`src/logic/aobic_pkg.sv`:
```
package aobic_pkg;

    // ****************************************
    // sizes
    // ****************************************
    localparam int NUM_AOUT = 2;
    localparam int NUM_BIN = 6;
    localparam int NUM_SLOT = 10;
    localparam int NUM_FUNC = 69;
    localparam int DIV_BITS = 26;
    localparam int FIX_FRAC = 8;
    localparam int CONN_FULL_SHIFT = 14;
    localparam int LSB_SHIFT = 10;
    // terminal index served by each function slot (terminals 4 and 5 own three slots)
    localparam int SLOT_TERM [NUM_SLOT] = '{0, 1, 2, 3, 3, 3, 4, 4, 4, 5};

    // ****************************************
    // timing
    // ****************************************
    localparam int CLK_HZ = 20000000;
    localparam int MS_PER_S = 1000;
    localparam int FILTER_STEP_MS = 1;
    localparam int TICK_CYCLES_DEF = CLK_HZ / MS_PER_S * FILTER_STEP_MS;

    // ****************************************
    // setting codes and limits
    // ****************************************
    localparam logic [8:0] SRC_ZERO_A = 9'h000;
    localparam logic [8:0] SRC_ZERO_B = 9'h002;
    localparam logic [8:0] SRC_MAX = 9'h18F;
    localparam logic [1:0] SIGN_ABS_BIT = 2'h1;
    localparam logic [1:0] SIGN_NEG_BIT = 2'h2;
    localparam logic [13:0] TIME_MAX_MS = 14'h2710;
    localparam logic [15:0] SCALE_RST = 16'h03E8;
    localparam logic [15:0] LSB_NUM = 16'h0781;
    localparam logic [6:0] FUNC_NONE = 7'h00;
    localparam logic [6:0] FUNC_FIRST = 7'h02;
    localparam logic [6:0] FUNC_FAULT_ACK = 7'h05;
    localparam logic [6:0] FUNC_EXT_FAULT = 7'h35;
    localparam logic [6:0] BIN6_FUNC_RST = FUNC_FAULT_ACK;
    localparam logic [3:0] POS_RST_DIGIT_A = 4'h2;
    localparam logic [3:0] POS_RST_DIGIT_B = 4'h3;

    // ****************************************
    // register map (byte addresses)
    // ****************************************
    localparam logic [7:0] AO_STRIDE = 8'h20;
    localparam logic [7:0] AO_SRC = 8'h00;
    localparam logic [7:0] AO_SIGN = 8'h04;
    localparam logic [7:0] AO_FILT = 8'h08;
    localparam logic [7:0] AO_OFFS = 8'h0C;
    localparam logic [7:0] AO_SCALE = 8'h10;
    localparam logic [7:0] AO_CODE = 8'h14;
    localparam logic [7:0] BIN_SLOT_BASE = 8'h40;
    localparam logic [7:0] EXT_DELAY_ADDR = 8'h70;
    localparam logic [7:0] POS_CTRL_ADDR = 8'h74;
    localparam logic [7:0] INHIBIT_ADDR = 8'h78;
    localparam logic [7:0] IRQ_STAT_ADDR = 8'h80;
    localparam logic [7:0] IRQ_EN_ADDR = 8'h84;
    localparam logic [7:0] IRQ_CLR_ADDR = 8'h88;

    // ****************************************
    // interrupt bits
    // ****************************************
    localparam int IRQ_W = 3;
    localparam int IRQ_EXT_FAULT = 0;
    localparam int IRQ_INHIBIT = 1;
    localparam int IRQ_POS_RST = 2;

    typedef enum logic [2:0] {
        P_IDLE,
        P_ADDR,
        P_WAIT,
        P_DATA,
        P_DIV,
        P_OUT
    } aobic_proc_t;

endpackage : aobic_pkg

```
`src/logic/aobic_top.sv`:
```
// Overview of operation
// - each analog output emits the connector named by its source setting, 0, 2 and anything past 399 give 0 %.
// - the two-bit sign mode passes, takes magnitude, negates, or negates the magnitude.
// - each analog output has a filter time of 0 to 10000 ms in 1 ms steps, reset 0.
// - each analog output adds a signed 12-bit offset of -2048 to +2047 steps of 5.33 mV, reset 0.
// - output volts equal connector percent over 100 % times the scale in 0.01 V, reset 10.00 V.
// - each binary terminal drives the input function 2 to 68 that its setting names.
// - terminals 4 and 5 each hold three function slots, all driven by the one input.
// - with position control low digit 2 or 3, terminal 1 also resets the position counter.
// - changing an off-line setting raises a switch-on inhibit that needs acknowledgement.
// - function 53 raises the external fault only after its input stays low for the delay.
// - terminal 6 resets to function 5, fault acknowledge; the others reset to function 0.
`timescale 1ns/1ps
module aobic_top
    import aobic_pkg::*;
#(
    parameter int TICK_CYCLES = TICK_CYCLES_DEF
) (
    input wire logic mclk_i,
    input wire logic rst_i,
    input wire logic ce_i,
    input wire logic psel_i,
    input wire logic penable_i,
    input wire logic pwrite_i,
    input wire logic [7:0] paddr_i,
    input wire logic [31:0] pwdata_i,
    output logic [31:0] prdata_o,
    output logic pready_o,
    output logic pslverr_o,
    output logic [8:0] conn_addr_o,
    input wire logic [15:0] conn_data_i,
    output logic [15:0] aout3_code_o,
    output logic [15:0] aout4_code_o,
    input wire logic [NUM_BIN-1:0] bin_in_i,
    output logic [NUM_FUNC-1:0] func_o,
    output logic ext_fault_o,
    output logic pos_cnt_reset_o,
    output logic switch_on_inhibit_o,
    output logic irq_o
);

    // ****************************************
    // apb slave
    // ****************************************
    logic pready_reg;
    logic pslverr_reg;
    logic [31:0] prdata_reg;
    logic [31:0] rdata_next;
    logic addr_ok;
    wire setup = ce_i && psel_i && !penable_i;
    wire wr_en = ce_i && psel_i && penable_i && pready_reg && pwrite_i;
    wire ao_sel = (paddr_i < (AO_STRIDE << 1));
    wire ao_ch = paddr_i[5];
    wire [7:0] ao_fld = paddr_i & (AO_STRIDE - 8'h01);
    wire slot_sel = (paddr_i >= BIN_SLOT_BASE) && (paddr_i < EXT_DELAY_ADDR);
    wire [7:0] slot_off = paddr_i - BIN_SLOT_BASE;
    wire [3:0] slot_idx = slot_off[5:2];
    wire slot_wr = wr_en && slot_sel && (slot_idx < 4'(NUM_SLOT));
    wire [13:0] wtime = (pwdata_i[13:0] > TIME_MAX_MS) ? TIME_MAX_MS : pwdata_i[13:0];

    // ****************************************
    // settings
    // ****************************************
    logic [8:0] src_reg [NUM_AOUT];
    logic [1:0] sign_reg [NUM_AOUT];
    logic [13:0] filt_reg [NUM_AOUT];
    logic [11:0] offs_reg [NUM_AOUT];
    logic [15:0] scale_reg [NUM_AOUT];
    logic [15:0] code_reg [NUM_AOUT];
    logic [31:0] y_reg [NUM_AOUT];
    logic [6:0] slot_reg [NUM_SLOT];
    logic [13:0] ext_delay_reg;
    logic [11:0] pos_ctrl_reg;
    logic [IRQ_W-1:0] irq_stat_reg;
    logic [IRQ_W-1:0] irq_en_reg;
    logic inhibit_reg;

    genvar g;
    generate
        for (g = 0; g < NUM_AOUT; g++) begin : g_ao
            wire ch_wr = wr_en && ao_sel && (ao_ch == 1'(g));
            always_ff @(posedge mclk_i or posedge rst_i) begin
                if (rst_i) begin
                    src_reg[g] <= 9'h000;
                    sign_reg[g] <= 2'h0;
                    filt_reg[g] <= 14'h0000;
                    offs_reg[g] <= 12'h000;
                    scale_reg[g] <= SCALE_RST;
                end else if (ch_wr) begin
                    if (ao_fld == AO_SRC) src_reg[g] <= pwdata_i[8:0];
                    if (ao_fld == AO_SIGN) sign_reg[g] <= pwdata_i[1:0];
                    if (ao_fld == AO_FILT) filt_reg[g] <= wtime;
                    if (ao_fld == AO_OFFS) offs_reg[g] <= pwdata_i[11:0];
                    if (ao_fld == AO_SCALE) scale_reg[g] <= pwdata_i[15:0];
                end
            end
        end
        for (g = 0; g < NUM_SLOT; g++) begin : g_slot
            always_ff @(posedge mclk_i or posedge rst_i) begin
                if (rst_i) begin
                    slot_reg[g] <= (g == NUM_SLOT - 1) ? BIN6_FUNC_RST : FUNC_NONE;
                end else if (slot_wr && (slot_idx == 4'(g))) begin
                    slot_reg[g] <= pwdata_i[6:0];
                end
            end
        end
    endgenerate

    always_ff @(posedge mclk_i or posedge rst_i) begin
        if (rst_i) begin
            ext_delay_reg <= 14'h0000;
            pos_ctrl_reg <= 12'h000;
            irq_en_reg <= '0;
        end else if (wr_en) begin
            if (paddr_i == EXT_DELAY_ADDR) ext_delay_reg <= wtime;
            if (paddr_i == POS_CTRL_ADDR) pos_ctrl_reg <= pwdata_i[11:0];
            if (paddr_i == IRQ_EN_ADDR) irq_en_reg <= pwdata_i[IRQ_W-1:0];
        end
    end

    always_comb begin
        addr_ok = 1'b1;
        rdata_next = 32'h0000_0000;
        if (ao_sel) begin
            case (ao_fld)
                AO_SRC: rdata_next = {23'h0, src_reg[ao_ch]};
                AO_SIGN: rdata_next = {30'h0, sign_reg[ao_ch]};
                AO_FILT: rdata_next = {18'h0, filt_reg[ao_ch]};
                AO_OFFS: rdata_next = {{20{offs_reg[ao_ch][11]}}, offs_reg[ao_ch]};
                AO_SCALE: rdata_next = {{16{scale_reg[ao_ch][15]}}, scale_reg[ao_ch]};
                AO_CODE: rdata_next = {{16{code_reg[ao_ch][15]}}, code_reg[ao_ch]};
                default: addr_ok = 1'b0;
            endcase
        end else if (slot_sel && (slot_idx < 4'(NUM_SLOT))) begin
            rdata_next = {25'h0, slot_reg[slot_idx]};
        end else begin
            case (paddr_i)
                EXT_DELAY_ADDR: rdata_next = {18'h0, ext_delay_reg};
                POS_CTRL_ADDR: rdata_next = {20'h0, pos_ctrl_reg};
                INHIBIT_ADDR: rdata_next = {31'h0, inhibit_reg};
                IRQ_STAT_ADDR: rdata_next = {29'h0, irq_stat_reg};
                IRQ_EN_ADDR: rdata_next = {29'h0, irq_en_reg};
                IRQ_CLR_ADDR: rdata_next = 32'h0000_0000;
                default: addr_ok = 1'b0;
            endcase
        end
    end

    // no wait state: answer data is fixed at the setup edge
    always_ff @(posedge mclk_i or posedge rst_i) begin
        if (rst_i) begin
            pready_reg <= 1'b0;
            pslverr_reg <= 1'b0;
            prdata_reg <= 32'h0000_0000;
        end else if (ce_i) begin
            pready_reg <= setup;
            if (setup) begin
                pslverr_reg <= !addr_ok;
                prdata_reg <= (pwrite_i || !addr_ok) ? 32'h0000_0000 : rdata_next;
            end
        end
    end

    // ****************************************
    // binary input functions
    // ****************************************
    logic [NUM_FUNC-1:0] func_reg;
    logic [NUM_FUNC-1:0] func_next;
    logic [NUM_SLOT-1:0] slot_low_ext;
    generate
        for (g = 0; g < NUM_FUNC; g++) begin : g_func
            logic [NUM_SLOT-1:0] hit;
            for (genvar s = 0; s < NUM_SLOT; s++) begin : g_hit
                assign hit[s] = (slot_reg[s] == 7'(g)) && bin_in_i[SLOT_TERM[s]];
            end
            // 0 is no function and 1 is reserved, so neither bit ever drives
            assign func_next[g] = (7'(g) >= FUNC_FIRST) && (|hit);
        end
        for (g = 0; g < NUM_SLOT; g++) begin : g_ext
            assign slot_low_ext[g] = (slot_reg[g] == FUNC_EXT_FAULT) && !bin_in_i[SLOT_TERM[g]];
        end
    endgenerate

    wire ext_low = |slot_low_ext;
    wire pos_digit_hit = (pos_ctrl_reg[3:0] == POS_RST_DIGIT_A)
                         || (pos_ctrl_reg[3:0] == POS_RST_DIGIT_B);
    wire pos_next = bin_in_i[0] && pos_digit_hit;
    wire ack_rise = func_next[FUNC_FAULT_ACK] && !func_reg[FUNC_FAULT_ACK];
    wire inh_clr = (wr_en && (paddr_i == INHIBIT_ADDR) && pwdata_i[0]) || ack_rise;

    // ****************************************
    // ms tick, external fault and inhibit
    // ****************************************
    logic [$clog2(TICK_CYCLES)-1:0] tick_cnt_reg;
    wire tick_end = (tick_cnt_reg == ($clog2(TICK_CYCLES))'(TICK_CYCLES - 1));
    logic tick_reg;
    logic [13:0] low_ms_reg;
    logic ext_fault_reg;
    logic pos_reg;
    wire ext_fault_next = ext_low && (low_ms_reg >= ext_delay_reg);

    always_ff @(posedge mclk_i or posedge rst_i) begin
        if (rst_i) begin
            tick_cnt_reg <= '0;
            tick_reg <= 1'b0;
            low_ms_reg <= 14'h0000;
            ext_fault_reg <= 1'b0;
            pos_reg <= 1'b0;
            func_reg <= '0;
            inhibit_reg <= 1'b0;
        end else if (ce_i) begin
            tick_reg <= tick_end;
            tick_cnt_reg <= tick_end ? '0 : tick_cnt_reg + 1'b1;
            // the low time counts whole ms ticks, so the delay may run up to one tick short
            if (!ext_low) begin
                low_ms_reg <= 14'h0000;
            end else if (tick_reg && (low_ms_reg < TIME_MAX_MS)) begin
                low_ms_reg <= low_ms_reg + 14'h0001;
            end
            ext_fault_reg <= ext_fault_next;
            pos_reg <= pos_next;
            func_reg <= func_next;
            // a new off-line write wins over an acknowledge in the same cycle
            if (slot_wr) begin
                inhibit_reg <= 1'b1;
            end else if (inh_clr) begin
                inhibit_reg <= 1'b0;
            end
        end
    end

    // ****************************************
    // interrupts
    // ****************************************
    logic irq_reg;
    wire [IRQ_W-1:0] irq_set = {pos_next && !pos_reg, slot_wr && !inhibit_reg,
                                ext_fault_next && !ext_fault_reg};
    wire [IRQ_W-1:0] irq_clr = (wr_en && (paddr_i == IRQ_CLR_ADDR)) ? pwdata_i[IRQ_W-1:0] : '0;

    always_ff @(posedge mclk_i or posedge rst_i) begin
        if (rst_i) begin
            irq_stat_reg <= '0;
            irq_reg <= 1'b0;
        end else if (ce_i) begin
            irq_stat_reg <= (irq_stat_reg & ~irq_clr) | irq_set;
            irq_reg <= |(irq_stat_reg & irq_en_reg);
        end
    end

    // ****************************************
    // analog output processing
    // ****************************************
    aobic_proc_t state_reg;
    logic ch_reg;
    logic [8:0] conn_addr_reg;
    logic [DIV_BITS-1:0] div_num_reg;
    logic [14:0] div_rem_reg;
    logic [4:0] div_cnt_reg;
    logic div_neg_reg;

    // source 0, 2 and anything past 399 read as a fixed 0 %
    wire [8:0] src = src_reg[ch_reg];
    wire src_zero = (src == SRC_ZERO_A) || (src == SRC_ZERO_B) || (src > SRC_MAX);
    wire [1:0] sgn = sign_reg[ch_reg];
    wire signed [16:0] x_raw = src_zero ? 17'sh00000 : 17'(signed'(conn_data_i));
    wire signed [16:0] x_mag = (sgn[0] && x_raw[16]) ? -x_raw : x_raw;
    wire signed [16:0] x_sgn = sgn[1] ? -x_mag : x_mag;
    wire signed [31:0] x_fix = 32'(x_sgn) <<< FIX_FRAC;
    wire signed [31:0] delta = x_fix - signed'(y_reg[ch_reg]);
    wire [31:0] delta_mag = delta[31] ? 32'(-delta) : 32'(delta);
    wire [13:0] tau = filt_reg[ch_reg];

    wire [14:0] rem_shift = {div_rem_reg[13:0], div_num_reg[DIV_BITS-1]};
    wire [15:0] rem_diff = {1'b0, rem_shift} - {2'b00, tau};
    wire rem_ge = !rem_diff[15];
    wire signed [31:0] quo = 32'(div_num_reg);
    wire signed [31:0] y_step = div_neg_reg ? -quo : quo;

    // volts*100 = y * scale / 16384; then 10 mV to 5.33 mV steps via 1921/1024
    wire signed [47:0] y_int = 48'(signed'(y_reg[ch_reg]) >>> FIX_FRAC);
    wire signed [47:0] volt100 = (y_int * 48'(signed'(scale_reg[ch_reg]))) >>> CONN_FULL_SHIFT;
    wire signed [47:0] lsb = (volt100 * 48'(signed'({1'b0, LSB_NUM}))) >>> LSB_SHIFT;
    wire signed [47:0] code_full = lsb + 48'(signed'(offs_reg[ch_reg]));
    wire code_hi = (code_full > 48'sh7FFF);
    wire code_lo = (code_full < -48'sh8000);
    wire [15:0] code_sat = code_hi ? 16'h7FFF : (code_lo ? 16'h8000 : code_full[15:0]);

    always_ff @(posedge mclk_i or posedge rst_i) begin
        if (rst_i) begin
            state_reg <= P_IDLE;
            ch_reg <= 1'b0;
            conn_addr_reg <= 9'h000;
            div_num_reg <= '0;
            div_rem_reg <= 15'h0000;
            div_cnt_reg <= 5'h00;
            div_neg_reg <= 1'b0;
            for (int i = 0; i < NUM_AOUT; i++) begin
                y_reg[i] <= 32'h0000_0000;
                code_reg[i] <= 16'h0000;
            end
        end else if (ce_i) begin
            case (state_reg)
                P_IDLE: begin
                    ch_reg <= 1'b0;
                    if (tick_reg) state_reg <= P_ADDR;
                end
                P_ADDR: begin
                    conn_addr_reg <= src;
                    state_reg <= P_WAIT;
                end
                P_WAIT: state_reg <= P_DATA;
                P_DATA: begin
                    if (tau == 14'h0000) begin
                        y_reg[ch_reg] <= x_fix;
                        div_cnt_reg <= 5'h00;
                        state_reg <= P_OUT;
                    end else begin
                        div_num_reg <= delta_mag[DIV_BITS-1:0];
                        div_neg_reg <= delta[31];
                        div_rem_reg <= 15'h0000;
                        div_cnt_reg <= 5'(DIV_BITS - 1);
                        state_reg <= P_DIV;
                    end
                end
                P_DIV: begin
                    // step of (x - y) / tau per ms gives a time constant of tau ms
                    div_rem_reg <= rem_ge ? rem_diff[14:0] : rem_shift;
                    div_num_reg <= {div_num_reg[DIV_BITS-2:0], rem_ge};
                    div_cnt_reg <= div_cnt_reg - 5'h01;
                    if (div_cnt_reg == 5'h00) state_reg <= P_OUT;
                end
                P_OUT: begin
                    if ((tau != 14'h0000) && (div_cnt_reg != 5'h00)) begin
                        y_reg[ch_reg] <= 32'(signed'(y_reg[ch_reg]) + y_step);
                        div_cnt_reg <= 5'h00;
                    end else begin
                        code_reg[ch_reg] <= code_sat;
                        ch_reg <= !ch_reg;
                        state_reg <= ch_reg ? P_IDLE : P_ADDR;
                    end
                end
                default: state_reg <= P_IDLE;
            endcase
        end
    end

    // ****************************************
    // outputs
    // ****************************************
    assign prdata_o = prdata_reg;
    assign pready_o = pready_reg;
    assign pslverr_o = pslverr_reg;
    assign conn_addr_o = conn_addr_reg;
    assign aout3_code_o = code_reg[0];
    assign aout4_code_o = code_reg[1];
    assign func_o = func_reg;
    assign ext_fault_o = ext_fault_reg;
    assign pos_cnt_reset_o = pos_reg;
    assign switch_on_inhibit_o = inhibit_reg;
    assign irq_o = irq_reg;

endmodule : aobic_top

```
`config.mk`:
```
export PLATFORM = sky130hd
export DESIGN_NAME = aobic_top
export DESIGN_NICKNAME = d
export VERILOG_FILES = /design/src/logic/aobic_pkg.sv /design/src/logic/aobic_top.sv
export SDC_FILE = /design/constraint.sdc
export NUM_CORES = 2
export LEC_CHECK = 0
export BUFFER_PORTS_ARGS = -buffer_cell sky130_fd_sc_hd__buf_2
export CORE_MARGIN = 5
export CORE_UTILIZATION = 54
export CTS_CLUSTER_SIZE = 14
export DETAILED_ROUTE_END_ITERATION = 8
export PLACE_DENSITY = 0.82
export SLEW_MARGIN = 20
export SYNTH_ARGS = -nofsm -noshare
export SYNTH_HDL_FRONTEND = slang
export SYNTH_SLANG_ARGS = --single-unit
```
`constraint.sdc`:
```
create_clock -name mclk_i -period 24 [get_ports mclk_i]
set_input_delay 4.8 -clock mclk_i [delete_from_list [all_inputs] [get_ports mclk_i]]
set_output_delay 4.8 -clock mclk_i [all_outputs]
set_load 0.02 [all_outputs]
```
Yosys cells after proc, flatten, opt, wreduce, memory -nomap -nowiden
Index checks and enable logic that the tools add are counted.

Register bits after elaboration: 498. Input bits: 68. Output and inout bits: 148. Word-level logic and storage cells: 1720.

Muxes and demuxes: 88. Bitwise gates (word level): 10. Eq/ne operators: 706. Reductions and logical operators: 842. Add/sub/neg operators: 12. $lt $le $gt $ge: 14. Multipliers: 2.

Operator list (count): $eq A7 B6 Y1 const B (320); $eq A7 B5 Y1 const B (160); $logic_and A1 B1 Y1 (715); $reduce_or A10 Y1 (68); $eq A7 B4 Y1 const B (80); $eq A7 B7 Y1 const B (50); $eq A7 B3 Y1 const B (40); $mux W32 (8); $mux W16 (12); $pmux W32 S6 (1); $mux W14 (11); $eq A7 B2 Y1 const B (20); $bwmux W64 (2); $mux W64 (2); $pmux W64 S2 (1); $mux W12 (6); $pmux W14 S5 (1); $mux W9 (6); $mux W26 (2); $pmux W26 S2 (1); $mux W17 (3); $mul A24 B16 Y40 (1); $mul A26 B12 Y38 const B (1); $neg A17 Y17 (2); other kinds (75) (161).

Longest topological paths before layout
Word-level depth: 17. Mapped depth: 65. Mapped depth without buffers: 58.

Worst setup path after synthesis
No wires, ideal clock.

Path type: register -> register. Start point: register ch_reg. End point: register code_reg (netlist bit aout4_code_o[0]). Setup time: 0.124 ns. Stages on the path, launching flop included: 57. Data arrival time: 14.418 ns. Path slack: 9.458 ns. Clock period less this slack: 14.542 ns. Data required time: 23.876 ns. Buffers on the path: 10. Cell sequence: dfrtp_1 > buf_6 > buf_6 > buf_6 > buf_2 > buf_1 > buf_1 > mux2i_1 > clkbuf_1 > nor2_1 > fa_1 > inv_1 > fa_1 > fa_1 > inv_1 > fa_1 > fa_1 > inv_1 > [21 not listed] > clkbuf_1 > o21ai_0 > nor3_1 > o311ai_2 > ha_1 > clkbuf_1 > a21oi_1 > nor2b_1 > o21ai_0 > nand2b_1 > a2111oi_0 > a41oi_1 > a21oi_1 > nand4_1 > o41ai_1 > and2_1 > buf_2 > a21oi_1.

Word-level cells in the longest chain between the ends: 11. Elaborated cells on any way between the ends: 30. Classes of those cells: add/sub (1); mul (2); order compare (4); mux (17); bitwise (2); reduce/logical (4).

Ends and longest elaborated chain: start: declaration (RTL line aobic_top.sv:254) `logic ch_reg;`; start signal: assignment (RTL line aobic_top.sv:338) `ch_reg <= !ch_reg;`; $not A1 Y2 (not written as such) *; $mux W32 (not written as such) or $mux W16 (tied branches) (3 in a row) (RTL line aobic_top.sv:280, aobic_top.sv:281); $mul A24 B16 Y40 (RTL line aobic_top.sv:281) `wire signed [47:0] volt100 = (y_int * 48'(signed'(scale_reg[ch_reg]))) >>> CONN_FULL_SHIFT;`; $mul A26 B12 Y38 (RTL line aobic_top.sv:282) `wire signed [47:0] lsb = (volt100 * 48'(signed'({1'b0, LSB_NUM}))) >>> LSB_SHIFT;`; $add A28 B12 Y29 (RTL line aobic_top.sv:283) `wire signed [47:0] code_full = lsb + 48'(signed'(offs_reg[ch_reg]));`; $lt A29 B16 Y1 (RTL line aobic_top.sv:285) `wire code_lo = (code_full < -48'sh8000);`; $mux W16 (2 in a row) (RTL line aobic_top.sv:286) `wire [15:0] code_sat = code_hi ? 16'h7FFF : (code_lo ? 16'h8000 : code_full[15:0]);`; $bwmux W32 (RTL line aobic_top.sv:337) `code_reg[ch_reg] <= code_sat;`; end signal: indexed assignment (RTL line aobic_top.sv:337); end: declaration (RTL line aobic_top.sv:69) `logic [15:0] code_reg [NUM_AOUT];`.

Mark *: on every way between the ends. The rest lies on a longest branch, timed or not. The select of a mux whose other input is x is not followed. A chain may end at the register's enable or synchronous reset.

Worst setup path after layout
Start point: register ch_reg. End point: register code_reg (netlist bit aout4_code_o[12]).

Same word-level chain as after synthesis.

==> results.md <==
| Metric | Value |
|:---|:---|
| Overall Global Routing Usage | 33.5% |
| Largest register FFs | 70 |
| Combinational power share | 58.2% |
| Final setup violation count | 0 |
| Effective utilization at floorplan | 54.2% |
| Run status | finished clean |
| Ports placed on the boundary | 216 |
| Post-synthesis cell area | 52200 um^2 |
| Depth of the CTS H-tree | 2 |
| Post-CTS setup buffer count | 0 |
| Mean instance size in the synthesized netlist | 8.48 um^2 |
| Crit path kind | reg2reg |
| Netlist cell types | 97 |
| Number of resized instances in the post-cts repair step | 0 |
| Antenna violations before repair | 6 |
| Reported max-cap violation count | 0 |
| Type of element capturing the critical path | register |
| Setup TNS | 0 ns |
| Hold bufs inserted after CTS | 0 |
| Post-detailed-route DRC marker count | 0 |
| Worst ir drop on vdd | 0.000127 V |
| Cell Count Post-Placement | 7369 |
| Highest cell delay on the worst timing path | 0.92 ns |
| Fraction of met3 tracks used by global routing | 11.1% |
| CTS sink count | 482 |
| Die outline width | 321 um |
| Cell accounting for the most synthesized area | dfrtp_1 |
| Clock tree from TritonCTS | built |
| Area enclosed by the die boundary | 103000 um^2 |
| Arrival time of the worst setup path | 17.64 ns |
| Average wire per cell in the routed design | 23.7 um |
| Total of buffers placed on input and output ports | 197 |
| Type of the worst min-delay path | reg2reg |
| Leakage power of the design | 0.0257 uW |
| Fill count | 8425 |
| Worst rel slew slack | 23.7% |
| Prevailing post-synth register cell | dfrtp_1 |
| Clk Latency, worst-skew pair | 0.68 ns |
| Share of the clock period used by the worst path after layout | 71.1% |
| Floorplan core area | 96400 um^2 |
| Largest fanout of any net on the critical path | 55 |
| Clk_skew | 0.0576 ns |
| Internal power contribution | 2450 uW |
| Most used routing layer | met2 |
| Flip-flop and latch count after synthesis | 482 |
| Number of cells produced by synthesis | 6162 |
| Proportion of netlist area held by the largest area contributor | 22.4% |
| Cell family with most CP delay | adder cells |
| Final Hold Fails | 0 |
| Setup repair after global routing missed its margin | false |
| Placed wire-length estimate after detailed placement | 136000 um |
| Data required, critical path | 24.57 ns |
| Total congestion overflow after global routing | 0 |
| Number of violations reported at the end of detailed-routing iteration 0 | 5934 |
| Register area | 12100 um^2 |
| Largest net degree at the start of global routing | 108 |
| Grt met1 use | 44.1% |
| Post-route insts no fill | 7479 |
| Routed via count divided by cell count | 6.44 |
| Element type at the critical path start | register |
| YS warnings | 0 |
| Fraction of layout instances using a drive strength above 1 | 10.5% |
| Switching Power | 2250 uW |
| Final nets | 6963 |
| Clock Path Buffers | 3 |
| Number of enable flip-flop cells after synthesis | 0 |
| Pin slew with the least headroom to its limit | 1.11 ns |
| Switching power share of the total | 47.9% |
| Number of global-route vias before repair | 47100 |
| Met2 GRT Util | 49.4% |
| Number of clock buffers inserted by TritonCTS | 54 |
| Clk slew on worst S/H paths | 0.06 ns |
| Die height | 321 um |
| Placer congestion estimate | 1.04 |
| Dominant cells by area after synthesis | dfrtp_1, fa_1, ha_1, nor2_1, nand2_1 |
| Sequential share of the synthesized area | 23.1% |
| Detailed Routing Iterations Pass 1 | 8 |
| Root Buffer Master | clkbuf_16 |
| Sequential share of power | 23.2% |
| Power per unit of standard cell area | 84.1 nW/um^2 |
| Maximum operating frequency | 58.6 MHz |
| Aggregate routed wire length | 177000 um |
| Total vias in the final route | 48200 |
| Number of buffers and inverters on the critical path | 5 |
| Cell with the most instances on the worst path | fa_1 |
| Area of combinational cells with multiple inputs | 36500 um^2 |
| Growth of design area from synthesis to finish | 7.01% |
| Placement row count | 114 |
| Count of antenna-violating nets left after detailed routing | 0 |
| Cell with the largest stage delay on the worst path | mux2i_1 |
| Clock power frac | 18.5% |
| Slew Viols, Final | 0 |
| FFs w/ async S/R, synth | 100% |
| Min Clock Period, post-route | 17.08 ns |
| First-pass GRT wire length | 273000 um |
worst min-delay path, delay by kind of cell (launching register included):
| family | cells | cell delay [ns] |
|---|---|---|
| flip-flops | 1 | 0.34 |
| AND/OR/NAND/NOR | 2 | 0.10 |
logic make-up after synthesis:
family,synth area share (%)
AO/OA/AOI/OAI,17.2
XOR/XNOR,4.29
adder cells (fa/ha/maj),24.0
buffers and inverters,7.24
flip-flops,23.1
multiplexers,7.53
other,0.00718
AND/OR/NAND/NOR,16.6
per-stage QoR:
stage / hold WS, ns / setup WS [ns] / util, % / power [uW] / instance area [um^2]
6_report: 0.476 / 6.92 / 58.0 / 4700 / 55900
5_1_grt: 0.502 / 6.29 / 58.0 / 5000 / 55900
4_1_cts: 0.479 / 7.25 / 57.9 / 4630 / 55800
3_5_place_dp: 0.466 / 7.37 / 56.0 / 3760 / 54000
3_3_place_gp: 0.458 / 7.55 / 56.0 / 3670 / 54000
2_1_floorplan: 0.438 / 5.77 / - / 3080 / 52300
cells in the mapped netlist (120+ instances only):
| cell type | instances |
|---|---|
| a21oi_1 | 230 |
| clkbuf_1 | 270 |
| dfrtp_1 | 468 |
| fa_1 | 428 |
| ha_1 | 317 |
| inv_1 | 635 |
| mux2_2 | 196 |
| mux2i_1 | 121 |
| nand2_1 | 679 |
| nand3_1 | 120 |
| nor2_1 | 731 |
| o21ai_0 | 394 |
| o22ai_1 | 236 |
| xnor2_1 | 165 |
power by group through the flow:
stage | logic (uW) | registers [uW] | clock network, uW
final | 2740 | 1090 | 871
after global routing | 2990 | 1100 | 905
after CTS | 2680 | 1080 | 870
after detailed placement | 2660 | 1090 | 0
after global placement | 2580 | 1090 | 0
after floorplan | 2030 | 1060 | 0
layout make-up:
class,instances,share of cell area [%]
inverters,643,4.33
multi-input cells,4707,65.2
well taps,1276,2.86
clock buffers,74,2.71
repair buffers,262,2.69
diodes,7,0.0313
clock inverters,28,0.557
flip-flops and latches,482,21.6
layout by cell type, fill, tap and decap left out, drive strengths merged, types with 18 or more instances in the layout:
| cell | instances |
|---|---|
| a22oi | 18 |
| dfrtp | 468 |
| a21oi | 230 |
| clkbuf | 74 |
| a221oi | 26 |
| o31ai | 43 |
| and3 | 30 |
| fa | 428 |
| o21a | 29 |
| and2 | 24 |
| nand3 | 120 |
| or3 | 50 |
| nor3 | 78 |
| nor2b | 63 |
| a41oi | 69 |
| a31oi | 39 |
| clkinv | 22 |
| mux4 | 21 |
| nor2 | 731 |
| nand2 | 679 |
| o22ai | 237 |
| a21o | 85 |
| nand4 | 35 |
| nand3b | 24 |
| a211oi | 54 |
| o21ai | 398 |
| buf | 262 |
| inv | 639 |
| xor2 | 91 |
| xnor2 | 165 |
| nor4 | 20 |
| nand2b | 37 |
| mux2 | 196 |
| or2 | 24 |
| mux2i | 123 |
| ha | 317 |
final timing paths:
| check | to | cells past startpoint | startpoint | slack [ns] |
|---|---|---|---|---|
| setup reg to reg | aout4_code_o[12]$_DFFE_PP0P_ | 54 | ch_reg$_DFFE_PP0P_ | 6.92 |
| min in group asynchronous | y_reg[4]$_DFFE_PP0P_ | 2 | rst_i | 4.26 |
| hold / removal | y_reg[40]$_DFFE_PP0P_ | 2 | y_reg[40]$_DFFE_PP0P_ | 0.48 |
| max in group asynchronous | tick_cnt_reg[6]$_DFFE_PP0P_ | 5 | rst_i | 16.71 |
| setup / recovery | aout4_code_o[12]$_DFFE_PP0P_ | 54 | ch_reg$_DFFE_PP0P_ | 6.92 |
| hold reg to reg | y_reg[40]$_DFFE_PP0P_ | 2 | y_reg[40]$_DFFE_PP0P_ | 0.48 |
metal layers:
metal,vias up,part of all wire [%]
met5,-,0
met4,0,6.7
met3,605,13
met2,2881,42
met1,23500,38
li1,21100,-
Note: power is estimated with default switching activity, not from simulation.
